==> config.mk <==
export PLATFORM = sky130hd
export DESIGN_NAME = analog_die_regs_flat
export DESIGN_NICKNAME = d
export VERILOG_FILES = /design/src/hdl/analog_die_pkg.sv /design/src/hdl/d2d_reg_if.sv /design/src/hdl/analog_die_regs.sv /design/src/flat_wrapper.sv
export VERILOG_INCLUDE_DIRS = /design/src /design/src/hdl
export SDC_FILE = /design/constraint.sdc
export NUM_CORES = 1
export LEC_CHECK = 0
export BUFFER_PORTS_ARGS = -buffer_cell sky130_fd_sc_hd__buf_2
export CAP_MARGIN = 0
export CORE_UTILIZATION = 49
export DETAILED_ROUTE_END_ITERATION = 8
export PLACE_DENSITY = 0.8
export SYNTH_ARGS = -nofsm -noshare
export SYNTH_HDL_FRONTEND = slang
export SYNTH_SLANG_ARGS = --single-unit
export TNS_END_PERCENT = 100
==> constraint.sdc <==
create_clock -name ref_clk -period 3.6 [get_ports ref_clk]
set_clock_uncertainty 0.15 [all_clocks]
set_input_delay 0 -clock ref_clk [delete_from_list [all_inputs] [get_ports ref_clk]]
set_output_delay 0 -clock ref_clk [all_outputs]
set_load 0.01 [all_outputs]
==> src/hdl/analog_die_defines.svh <==
// register offsets, windows and fixed values of the analog die register bank
`ifndef ANALOG_DIE_DEFINES_SVH
`define ANALOG_DIE_DEFINES_SVH

`define BLOCKING_BASE 16'h0200
`define NONBLOCKING_BASE 16'h0300
`define WINDOW_MASK 16'hff00

`define WAKE_LEVELS_OFS 8'h08
`define WAKE_CTRL_IN_OFS 8'h09
`define WAKE_CONTROL_OFS 8'h12
`define WAKE_SOURCE_OFS 8'h14
`define CURRENT_SENSE_OFS 8'h3c
`define ADC_SEL_HIGH_OFS 8'h82
`define ADC_SEL_LOW_OFS 8'h83
`define ADC_DONE_HIGH_OFS 8'h84
`define ADC_DONE_LOW_OFS 8'h85
`define ADC_RESULT_FIRST 8'h8c
`define ADC_CH7_RESULT_HIGH 8'h94
`define ADC_RESULT_LAST 8'h99
`define SILICON_REV_OFS 8'hf4

`define RESET_VALUE 8'h00
`define CURRENT_SENSE_VALID 8'h8f
`define ADC_HIGH_VALID 8'hdf
`define SIX_INPUT_BITS 8'h3f
`define SIX_INPUT_RESET 6'h00
`define WAKE_PRESENT_FULL 6'h3f
`define WAKE_PRESENT_REDUCED 6'h0f
`define ABSENT_WAKE_BITS 8'h30
`define ABSENT_CH9_HIGH 8'h02
`define ABSENT_CH8_HIGH 8'h01
`define ABSENT_CH7_LOW 8'h80
`define ALL_BITS 8'hff
`define NO_BITS 8'h00

`define FULL_MASK_REV 2'h0
`define METAL_MASK_REV 2'h0
`define REV_UPPER_ZERO 4'h0
`define FORCED_WAKE_BIT 7
`define BUS_WAKE_BIT 6
`define RESULT_LOW_PAD 6'h00

`endif

==> src/hdl/analog_die_pkg.sv <==
// types and option masking shared by both ends of the analog die register bus
`include "analog_die_defines.svh"

package analog_die_pkg;

  typedef struct packed {
    logic [5:0] sync1;
    logic [5:0] sync2;
    logic [5:0] prev;
    logic [5:0] input_ctl;
    logic [7:0] wake_ctl;
    logic [7:0] wake_src;
    logic [7:0] cs_ctl;
    logic [15:0] adc_sel;
    logic [7:0] rdata;
    logic ack;
    logic err;
  } dev_state_s;

  typedef enum logic [1:0] {
    host_idle = 2'b01,
    host_wait = 2'b10
  } host_state_e;

  typedef struct packed {
    host_state_e state;
    logic req;
    logic we;
    logic [15:0] addr;
    logic [7:0] wdata;
    logic [7:0] ofs;
    logic rsp_valid;
    logic [7:0] rsp_data;
    logic rsp_err;
  } host_state_s;

  // bits that belong to absent features in the reduced option
  function automatic logic [7:0] absent_mask(input logic [7:0] ofs, input logic full);
    logic [7:0] m;
    m = `NO_BITS;
    if (!full) begin
      unique case (ofs)
        `WAKE_LEVELS_OFS, `WAKE_CTRL_IN_OFS, `WAKE_CONTROL_OFS, `WAKE_SOURCE_OFS: m = `ABSENT_WAKE_BITS;
        `CURRENT_SENSE_OFS: m = `ALL_BITS;
        `ADC_SEL_HIGH_OFS, `ADC_DONE_HIGH_OFS: m = `ABSENT_CH9_HIGH | `ABSENT_CH8_HIGH;
        `ADC_SEL_LOW_OFS, `ADC_DONE_LOW_OFS: m = `ABSENT_CH7_LOW;
        default: begin
          if (ofs >= `ADC_CH7_RESULT_HIGH && ofs <= `ADC_RESULT_LAST) begin
            m = `ALL_BITS;
          end
        end
      endcase
    end
    return m;
  endfunction

endpackage

==> src/hdl/d2d_reg_if.sv <==
// die-to-die register bus between controller and analog die
`timescale 1ns/10ps
interface d2d_reg_if;
  logic req;
  logic we;
  logic [15:0] addr;
  logic [7:0] wdata;
  logic [7:0] rdata;
  logic ack;
  logic err;

  modport device (input req, input we, input addr, input wdata, output rdata, output ack, output err);
  modport host (output req, output we, output addr, output wdata, input rdata, input ack, input err);
endinterface

==> src/hdl/analog_die_regs.sv <==
// analog die register bank with option-dependent features
//
// Behaviour
// - revision register at 0xf4, upper nibble zero
// - revision hardwired constant, writes ignored
// - decode offsets under 0x0200 and 0x300
// - reduced option: no current sense, channel 9
// - wake inputs L0-L5 full, L0-L3 reduced
// - host keeps current sense control at zero
// - host writes zero to channel 9 select
// - host ignores channel 9 completion and result
// - host ignores absent bits of input levels
// - host writes zero to absent input controls
// - absent inputs never wake; enables kept zero
// - host ignores absent wake source flags
// - wake source: forced, bus, six inputs
// - host writes zero to absent input channels
// - host ignores absent input channel results
// - absent inputs: no wake, level, conversion
`timescale 1ns/10ps
module analog_die_regs
  import analog_die_pkg::*;
#(
  parameter logic full_option = 1'b1,
  parameter logic [1:0] full_mask_revision = `FULL_MASK_REV,
  parameter logic [1:0] metal_mask_revision = `METAL_MASK_REV
) (
  // clock and reset
  input wire logic ref_clk,
  input wire logic reset,
  // register bus
  d2d_reg_if.device bus,
  // wake pins and events
  input wire logic [5:0] wake_pins,
  input wire logic forced_wake_event,
  input wire logic bus_wake_event,
  // adc side
  input wire logic [15:0] adc_complete_in,
  input wire logic [6:0][9:0] adc_result_in,
  // control outputs
  output logic [5:0] wake_input_disable_bit,
  output logic [5:0] wake_input_enable_bit,
  output logic [1:0] cyclic_sense_select,
  output logic [7:0] current_sense_control,
  output logic [15:0] adc_channel_select,
  output logic [7:0] wake_source_flags
);

  dev_state_s r;
  dev_state_s n;
  logic [5:0] present;
  logic hit;
  logic [7:0] ofs;
  logic [7:0] amask;
  logic [7:0] rel;
  logic [2:0] ridx;
  logic [7:0] rd;
  logic [5:0] rise;

  assign present = full_option ? `WAKE_PRESENT_FULL : `WAKE_PRESENT_REDUCED;

  always_comb begin
    n = r;
    n.ack = 1'b0;
    n.err = 1'b0;
    n.rdata = `RESET_VALUE;
    rd = `RESET_VALUE;
    rel = `RESET_VALUE;
    ridx = 3'h0;
    // raw pins go straight into the first stage; absent ones are masked after it
    n.sync1 = wake_pins;
    n.sync2 = r.sync1;
    n.prev = r.sync2;
    ofs = bus.addr[7:0];
    hit = ((bus.addr & `WINDOW_MASK) == `BLOCKING_BASE) ||
          ((bus.addr & `WINDOW_MASK) == `NONBLOCKING_BASE);
    amask = absent_mask(ofs, full_option);
    rise = r.sync2 & ~r.prev & r.wake_ctl[5:0] & ~r.input_ctl & present;
    if (bus.req) begin
      n.ack = 1'b1;
      if (!hit) begin
        n.err = 1'b1;
      end else begin
        unique case (ofs)
          `WAKE_LEVELS_OFS: rd = {2'b00, r.sync2 & present};
          `WAKE_CTRL_IN_OFS: begin
            rd = {2'b00, r.input_ctl};
            if (bus.we) begin
              n.input_ctl = bus.wdata[5:0] & ~amask[5:0];
            end
          end
          `WAKE_CONTROL_OFS: begin
            rd = r.wake_ctl;
            if (bus.we) begin
              n.wake_ctl = bus.wdata & ~amask;
            end
          end
          `WAKE_SOURCE_OFS: begin
            rd = r.wake_src;
            // reading clears; events below are applied after so they win
            if (!bus.we) begin
              n.wake_src = `RESET_VALUE;
            end
          end
          `CURRENT_SENSE_OFS: begin
            rd = r.cs_ctl;
            if (bus.we) begin
              n.cs_ctl = bus.wdata & `CURRENT_SENSE_VALID & ~amask;
            end
          end
          `ADC_SEL_HIGH_OFS: begin
            rd = r.adc_sel[15:8];
            if (bus.we) begin
              n.adc_sel[15:8] = bus.wdata & `ADC_HIGH_VALID & ~amask;
            end
          end
          `ADC_SEL_LOW_OFS: begin
            rd = r.adc_sel[7:0];
            if (bus.we) begin
              n.adc_sel[7:0] = bus.wdata & ~amask;
            end
          end
          `ADC_DONE_HIGH_OFS: rd = adc_complete_in[15:8] & `ADC_HIGH_VALID;
          `ADC_DONE_LOW_OFS: rd = adc_complete_in[7:0];
          `SILICON_REV_OFS: rd = {`REV_UPPER_ZERO, full_mask_revision, metal_mask_revision};
          default: begin
            if (ofs >= `ADC_RESULT_FIRST && ofs <= `ADC_RESULT_LAST) begin
              rel = ofs - `ADC_RESULT_FIRST;
              ridx = rel[3:1];
              rd = rel[0] ? {adc_result_in[ridx][1:0], `RESULT_LOW_PAD} : adc_result_in[ridx][9:2];
            end else begin
              n.err = 1'b1;
            end
          end
        endcase
        n.rdata = rd & ~amask;
      end
    end
    // sticky wake sources, set wins over read clear
    n.wake_src[5:0] = n.wake_src[5:0] | rise;
    n.wake_src[`FORCED_WAKE_BIT] = n.wake_src[`FORCED_WAKE_BIT] | forced_wake_event;
    n.wake_src[`BUS_WAKE_BIT] = n.wake_src[`BUS_WAKE_BIT] | bus_wake_event;
  end

  always_ff @(posedge ref_clk) begin
    if (reset) begin
      r <= '0;
    end else begin
      r <= n;
    end
  end

  assign bus.rdata = r.rdata;
  assign bus.ack = r.ack;
  assign bus.err = r.err;
  assign wake_input_disable_bit = r.input_ctl;
  assign wake_input_enable_bit = r.wake_ctl[5:0];
  assign cyclic_sense_select = r.wake_ctl[7:6];
  assign current_sense_control = r.cs_ctl;
  assign adc_channel_select = r.adc_sel;
  assign wake_source_flags = r.wake_src;

endmodule

==> src/flat_wrapper.sv <==
// flat-port wrapper written by rule: the top's interface ports become plain ports
module analog_die_regs_flat import analog_die_pkg::*;
#(
  parameter logic full_option = 1'b1,
  parameter logic [1:0] full_mask_revision = `FULL_MASK_REV,
  parameter logic [1:0] metal_mask_revision = `METAL_MASK_REV
)
  (ref_clk, reset, wake_pins, forced_wake_event, bus_wake_event, adc_complete_in, adc_result_in, wake_input_disable_bit, wake_input_enable_bit, cyclic_sense_select, current_sense_control, adc_channel_select, wake_source_flags, bus_req, bus_we, bus_addr, bus_wdata, bus_rdata, bus_ack, bus_err);
  d2d_reg_if bus_i ();
  input wire logic ref_clk;
  input wire logic reset;
  input wire logic [5:0] wake_pins;
  input wire logic forced_wake_event;
  input wire logic bus_wake_event;
  input wire logic [15:0] adc_complete_in;
  input wire logic [6:0][9:0] adc_result_in;
  output logic [5:0] wake_input_disable_bit;
  output logic [5:0] wake_input_enable_bit;
  output logic [1:0] cyclic_sense_select;
  output logic [7:0] current_sense_control;
  output logic [15:0] adc_channel_select;
  output logic [7:0] wake_source_flags;
  input wire logic [$bits(bus_i.req)-1:0] bus_req;
  input wire logic [$bits(bus_i.we)-1:0] bus_we;
  input wire logic [$bits(bus_i.addr)-1:0] bus_addr;
  input wire logic [$bits(bus_i.wdata)-1:0] bus_wdata;
  output wire logic [$bits(bus_i.rdata)-1:0] bus_rdata;
  output wire logic [$bits(bus_i.ack)-1:0] bus_ack;
  output wire logic [$bits(bus_i.err)-1:0] bus_err;
  assign bus_i.req = bus_req;
  assign bus_i.we = bus_we;
  assign bus_i.addr = bus_addr;
  assign bus_i.wdata = bus_wdata;
  assign bus_rdata = bus_i.rdata;
  assign bus_ack = bus_i.ack;
  assign bus_err = bus_i.err;
  analog_die_regs #(.full_option(full_option), .full_mask_revision(full_mask_revision), .metal_mask_revision(metal_mask_revision)) u_core (.ref_clk(ref_clk), .reset(reset), .bus(bus_i), .wake_pins(wake_pins), .forced_wake_event(forced_wake_event), .bus_wake_event(bus_wake_event), .adc_complete_in(adc_complete_in), .adc_result_in(adc_result_in), .wake_input_disable_bit(wake_input_disable_bit), .wake_input_enable_bit(wake_input_enable_bit), .cyclic_sense_select(cyclic_sense_select), .current_sense_control(current_sense_control), .adc_channel_select(adc_channel_select), .wake_source_flags(wake_source_flags));
endmodule
==> flow_summary_export.csv <==
group,metric,value,unit
floorplanning,core-area,0.00818,mm^2
setup_path,worstPathArrival,3000,ps
placement,globalplace.congestion,0.979,
logic_synthesis,synth_cell_types,57,
grt,overflow,0,
grt,grt_pass1_wl,17.9,mm
logic_synthesis,ys.flop_type,"dfxtp_1",
sta,slew_headroom,30.0,%
drt,drc_errors,0,
grt,antenna_found_initial,0,
placement,hpwl,8.64,mm
floorplanning,die_y,93.8,um
sta,setup_tns,0,ps
cells_and_area,num-fill-cells,713,
sta,rsz0062_at_grt,"no",
cells_and_area,drive_gt1_share,35.9,%
setup_path,cp_max_fo,20,
cells_and_area,utilization,62.5,%
power,p_leak,2.22,nW
logic_synthesis,ys_ff_latch,70,
drt,drt_first_iter_violations,251,
sta,finalSetupViolations,0,
clock_tree,htreeDepth,3,
logic_synthesis,avgSynthCellArea,9.26,um^2
grt,grt_max_degree,62,
power,powerDensity,356,mW/mm^2
clock_tree,root_buffer,"clkbuf_8",
floorplanning,start_util,50.5,%
grt,track_usage,26.7,%
clock_tree,cts_setup_buffers,0,
floorplanning,fp.dieArea,0.00880,mm^2
setup_path,r2r_setup_slack,1410,ps
logic_synthesis,ys_seq_area_share,33.9,%
sta,tightest_slew,1050,ps
sta,finalCritPeriodShare,79.1,%
drt,wl_per_cell,17.4,um
sta,max_freq,0.351,GHz
floorplanning,ios,178,
cells_and_area,seq_area,0.00140,mm^2
sta,report.final.slew_viol_count,0,
logic_synthesis,syn-cell-area,0.00413,mm^2
placement,io_buffers,171,
setup_path,cpPeakStageDelay,610,ps
setup_path,worstSetupStartpointType,"primary input",
sta,final_hold_viol_count,0,
logic_synthesis,synthArstFlopShare,0,%
drt,routed_wl,11.9,mm
run_status,outcome,"complete, no violations",
job,cap_viol_max_count,0,
logic_synthesis,postSynthCellCount,446,
setup_path,cp_cell_sequence,"buf_2 -> inv_1 -> ha_1 -> and2_1 -> a22oi_1 -> nand4b_1 -> or4_1 -> o21ai_0 -> dlygate4sd3_1",
setup_path,cp.required,3750,ps
drt,vias,3870,
cells_and_area,synthToLayoutAreaGrowth,23.7,%
setup_path,crit_slowest_cell,"or4_1",
setup_path,crit_type,"in -> reg",
setup_path,endpoint_kind,"register",
drt,first_pass_iters,5,
clock_tree,cts_sinks,70,
grt,grt_pass1_vias,3550,
cells_and_area,nNetsFinal,701,
clock_tree,clock_path_buffers,2,
floorplanning,die_w,93.8,um
floorplanning,rows,33,
logic_synthesis,synth_edf_count,0,
clock_tree,cts_made_buffers,9,
power,ir_drop,236,uV
clock_tree,cts_tree,"done",
logic_synthesis,synth_warnings,0,
clock_tree,clk_pin_slew,80,ps
cells_and_area,multi_input_area,0.00219,mm^2
drt,antenna_left,0,
sta,final.min_clock_period,2850,ps
clock_tree,insertion_delay,350,ps
drt,viasPerCell,5.66,
cells_and_area,antenna_cells,0,
hold_path,hp-class,"in -> reg",
==> through the flow <==
| step | hold slack, ps | power [mW] | worst slack, ps | instance area [um^2] | instances |
|---|---|---|---|---|---|
| after global placement | 58.3 | 1.02 | 867 | 4610 | 643 |
| after global routing | 38.6 | 1.88 | 526 | 5110 | 684 |
| final | 16.3 | 1.82 | 751 | 5110 | 684 |
| after floorplan | -32.6 | 0.936 | 1370 | 4140 | 449 |
| after detailed placement | 63.8 | 1.03 | 792 | 4610 | 643 |
| after CTS | 16.1 | 1.82 | 786 | 5110 | 684 |
==> cells by family after synthesis <==
logic type | Yosys count | share of synthesized area [%]
other | 1 | 0.0908
adders and majority gates | 5 | 1.51
muxes | 54 | 16.1
AOI/OAI and AO/OA | 84 | 14.3
buffers and inverters | 88 | 13.3
and+or+nand+nor | 144 | 20.7
DFF | 70 | 33.9
==> cell usage in the layout, fill, tap and decap left out, types with 6 or more instances in the layout <==
| cell | netlist | final |
|---|---|---|
| mux2i_1 | 44 | 44 |
| clkbuf_8 | 0 | 10 |
| nor2b_1 | 23 | 23 |
| a221oi_1 | 7 | 7 |
| o211ai_1 | 9 | 9 |
| dfxtp_1 | 70 | 70 |
| dlygate4sd3_1 | 0 | 25 |
| mux4_2 | 10 | 10 |
| and3_1 | 8 | 8 |
| o21ai_0 | 13 | 13 |
| nor2_1 | 52 | 52 |
| a21oi_1 | 14 | 14 |
| a22oi_1 | 12 | 12 |
| nor4bb_1 | 6 | 6 |
| nand2_1 | 14 | 14 |
| buf_2 | 8 | 171 |
==> flip-flops by register name, indices dropped and copies added, names as in the netlist <==
signal and cells:
u_core.cyclic_sense_select 2, u_core.current_sense_control 5, u_core.n 12, u_core.bus.ack 1, u_core.bus.err 1, u_core.r 6
u_core.wake_input_disable_bit 6, u_core.adc_channel_select 15, u_core.wake_input_enable_bit 6, u_core.bus.rdata 8, u_core.wake_source_flags 8
==> repair_timing <==
action                                  in CTS  in global routing
endpoints found under the setup margin       0                  0
hold buffers                                25                  0
gates resized for setup                      0                  0
hold endpoints to repair                    51                  0
==> worst max-delay path, delay by kind of cell <==
family	cells	cell delay, ps
simple gates	3	1150
buf+inv	3	1120
compound gates	2	460
fa+ha+maj	1	260
==> synthesized netlist by cell type, types with 7 or more instances <==
library cell  number  area share, %
a21oi_1           14            1.7
a221oi_1           7            1.5
a22oi_1           12            2.2
and3_1             8            1.2
buf_2              8           0.97
buf_4             54            9.8
clkbuf_1          18            1.6
dfxtp_1           70             34
mux2i_1           44             11
mux4_2            10            5.5
nand2_1           14            1.3
nor2_1            52            4.7
nor2b_1           23            3.5
o211ai_1           9            1.6
o21ai_0           13            1.6
==> path summary, 6_finish.rpt <==
kind / start / cells past startpoint / end
max: bus_addr[2] / 9 / u_core.bus.rdata[0]
min: adc_result_in[5] / 4 / u_core.bus.rdata[3]
max reg2reg: u_core.n[56] / 6 / u_core.bus.rdata[0]
min reg2reg: u_core.n[64] / 1 / u_core.n[58]
==> routing by layer <==
| layer | vias up | GRT usage, % | wire length (um) | share of wire (%) |
|---|---|---|---|---|
| met5 | - | 0 | 0 | 0 |
| met1 | 1841 | 35.2 | 4990 | 42 |
| li1 | 1823 | - | - | - |
| met4 | 0 | 9.23 | 160 | 1.3 |
| met3 | 15 | 6.47 | 999 | 8.4 |
| met2 | 191 | 42.6 | 5780 | 48 |
==> layout make-up <==
| class | instances | share of cell area [%] |
|---|---|---|
| Multi-Input combinational cell | 291 | 42.9 |
| Tap cell | 105 | 2.57 |
| Timing Repair Buffer | 199 | 22.1 |
| Sequential cell | 70 | 27.4 |
| Inverter | 3 | 0.220 |
| Clock inverter | 5 | 2.08 |
| Clock buffer | 11 | 2.77 |
==> power breakdown <==
part,internal (mW),leakage (nW),total (mW),switching (mW)
clock,0.481,0.120,0.783,0.303
sequential,0.785,0.568,0.789,0.00486
combinational,0.124,1.53,0.245,0.121
total,1.39,2.22,1.82,0.429
Note: power is estimated with default switching activity, not from simulation.
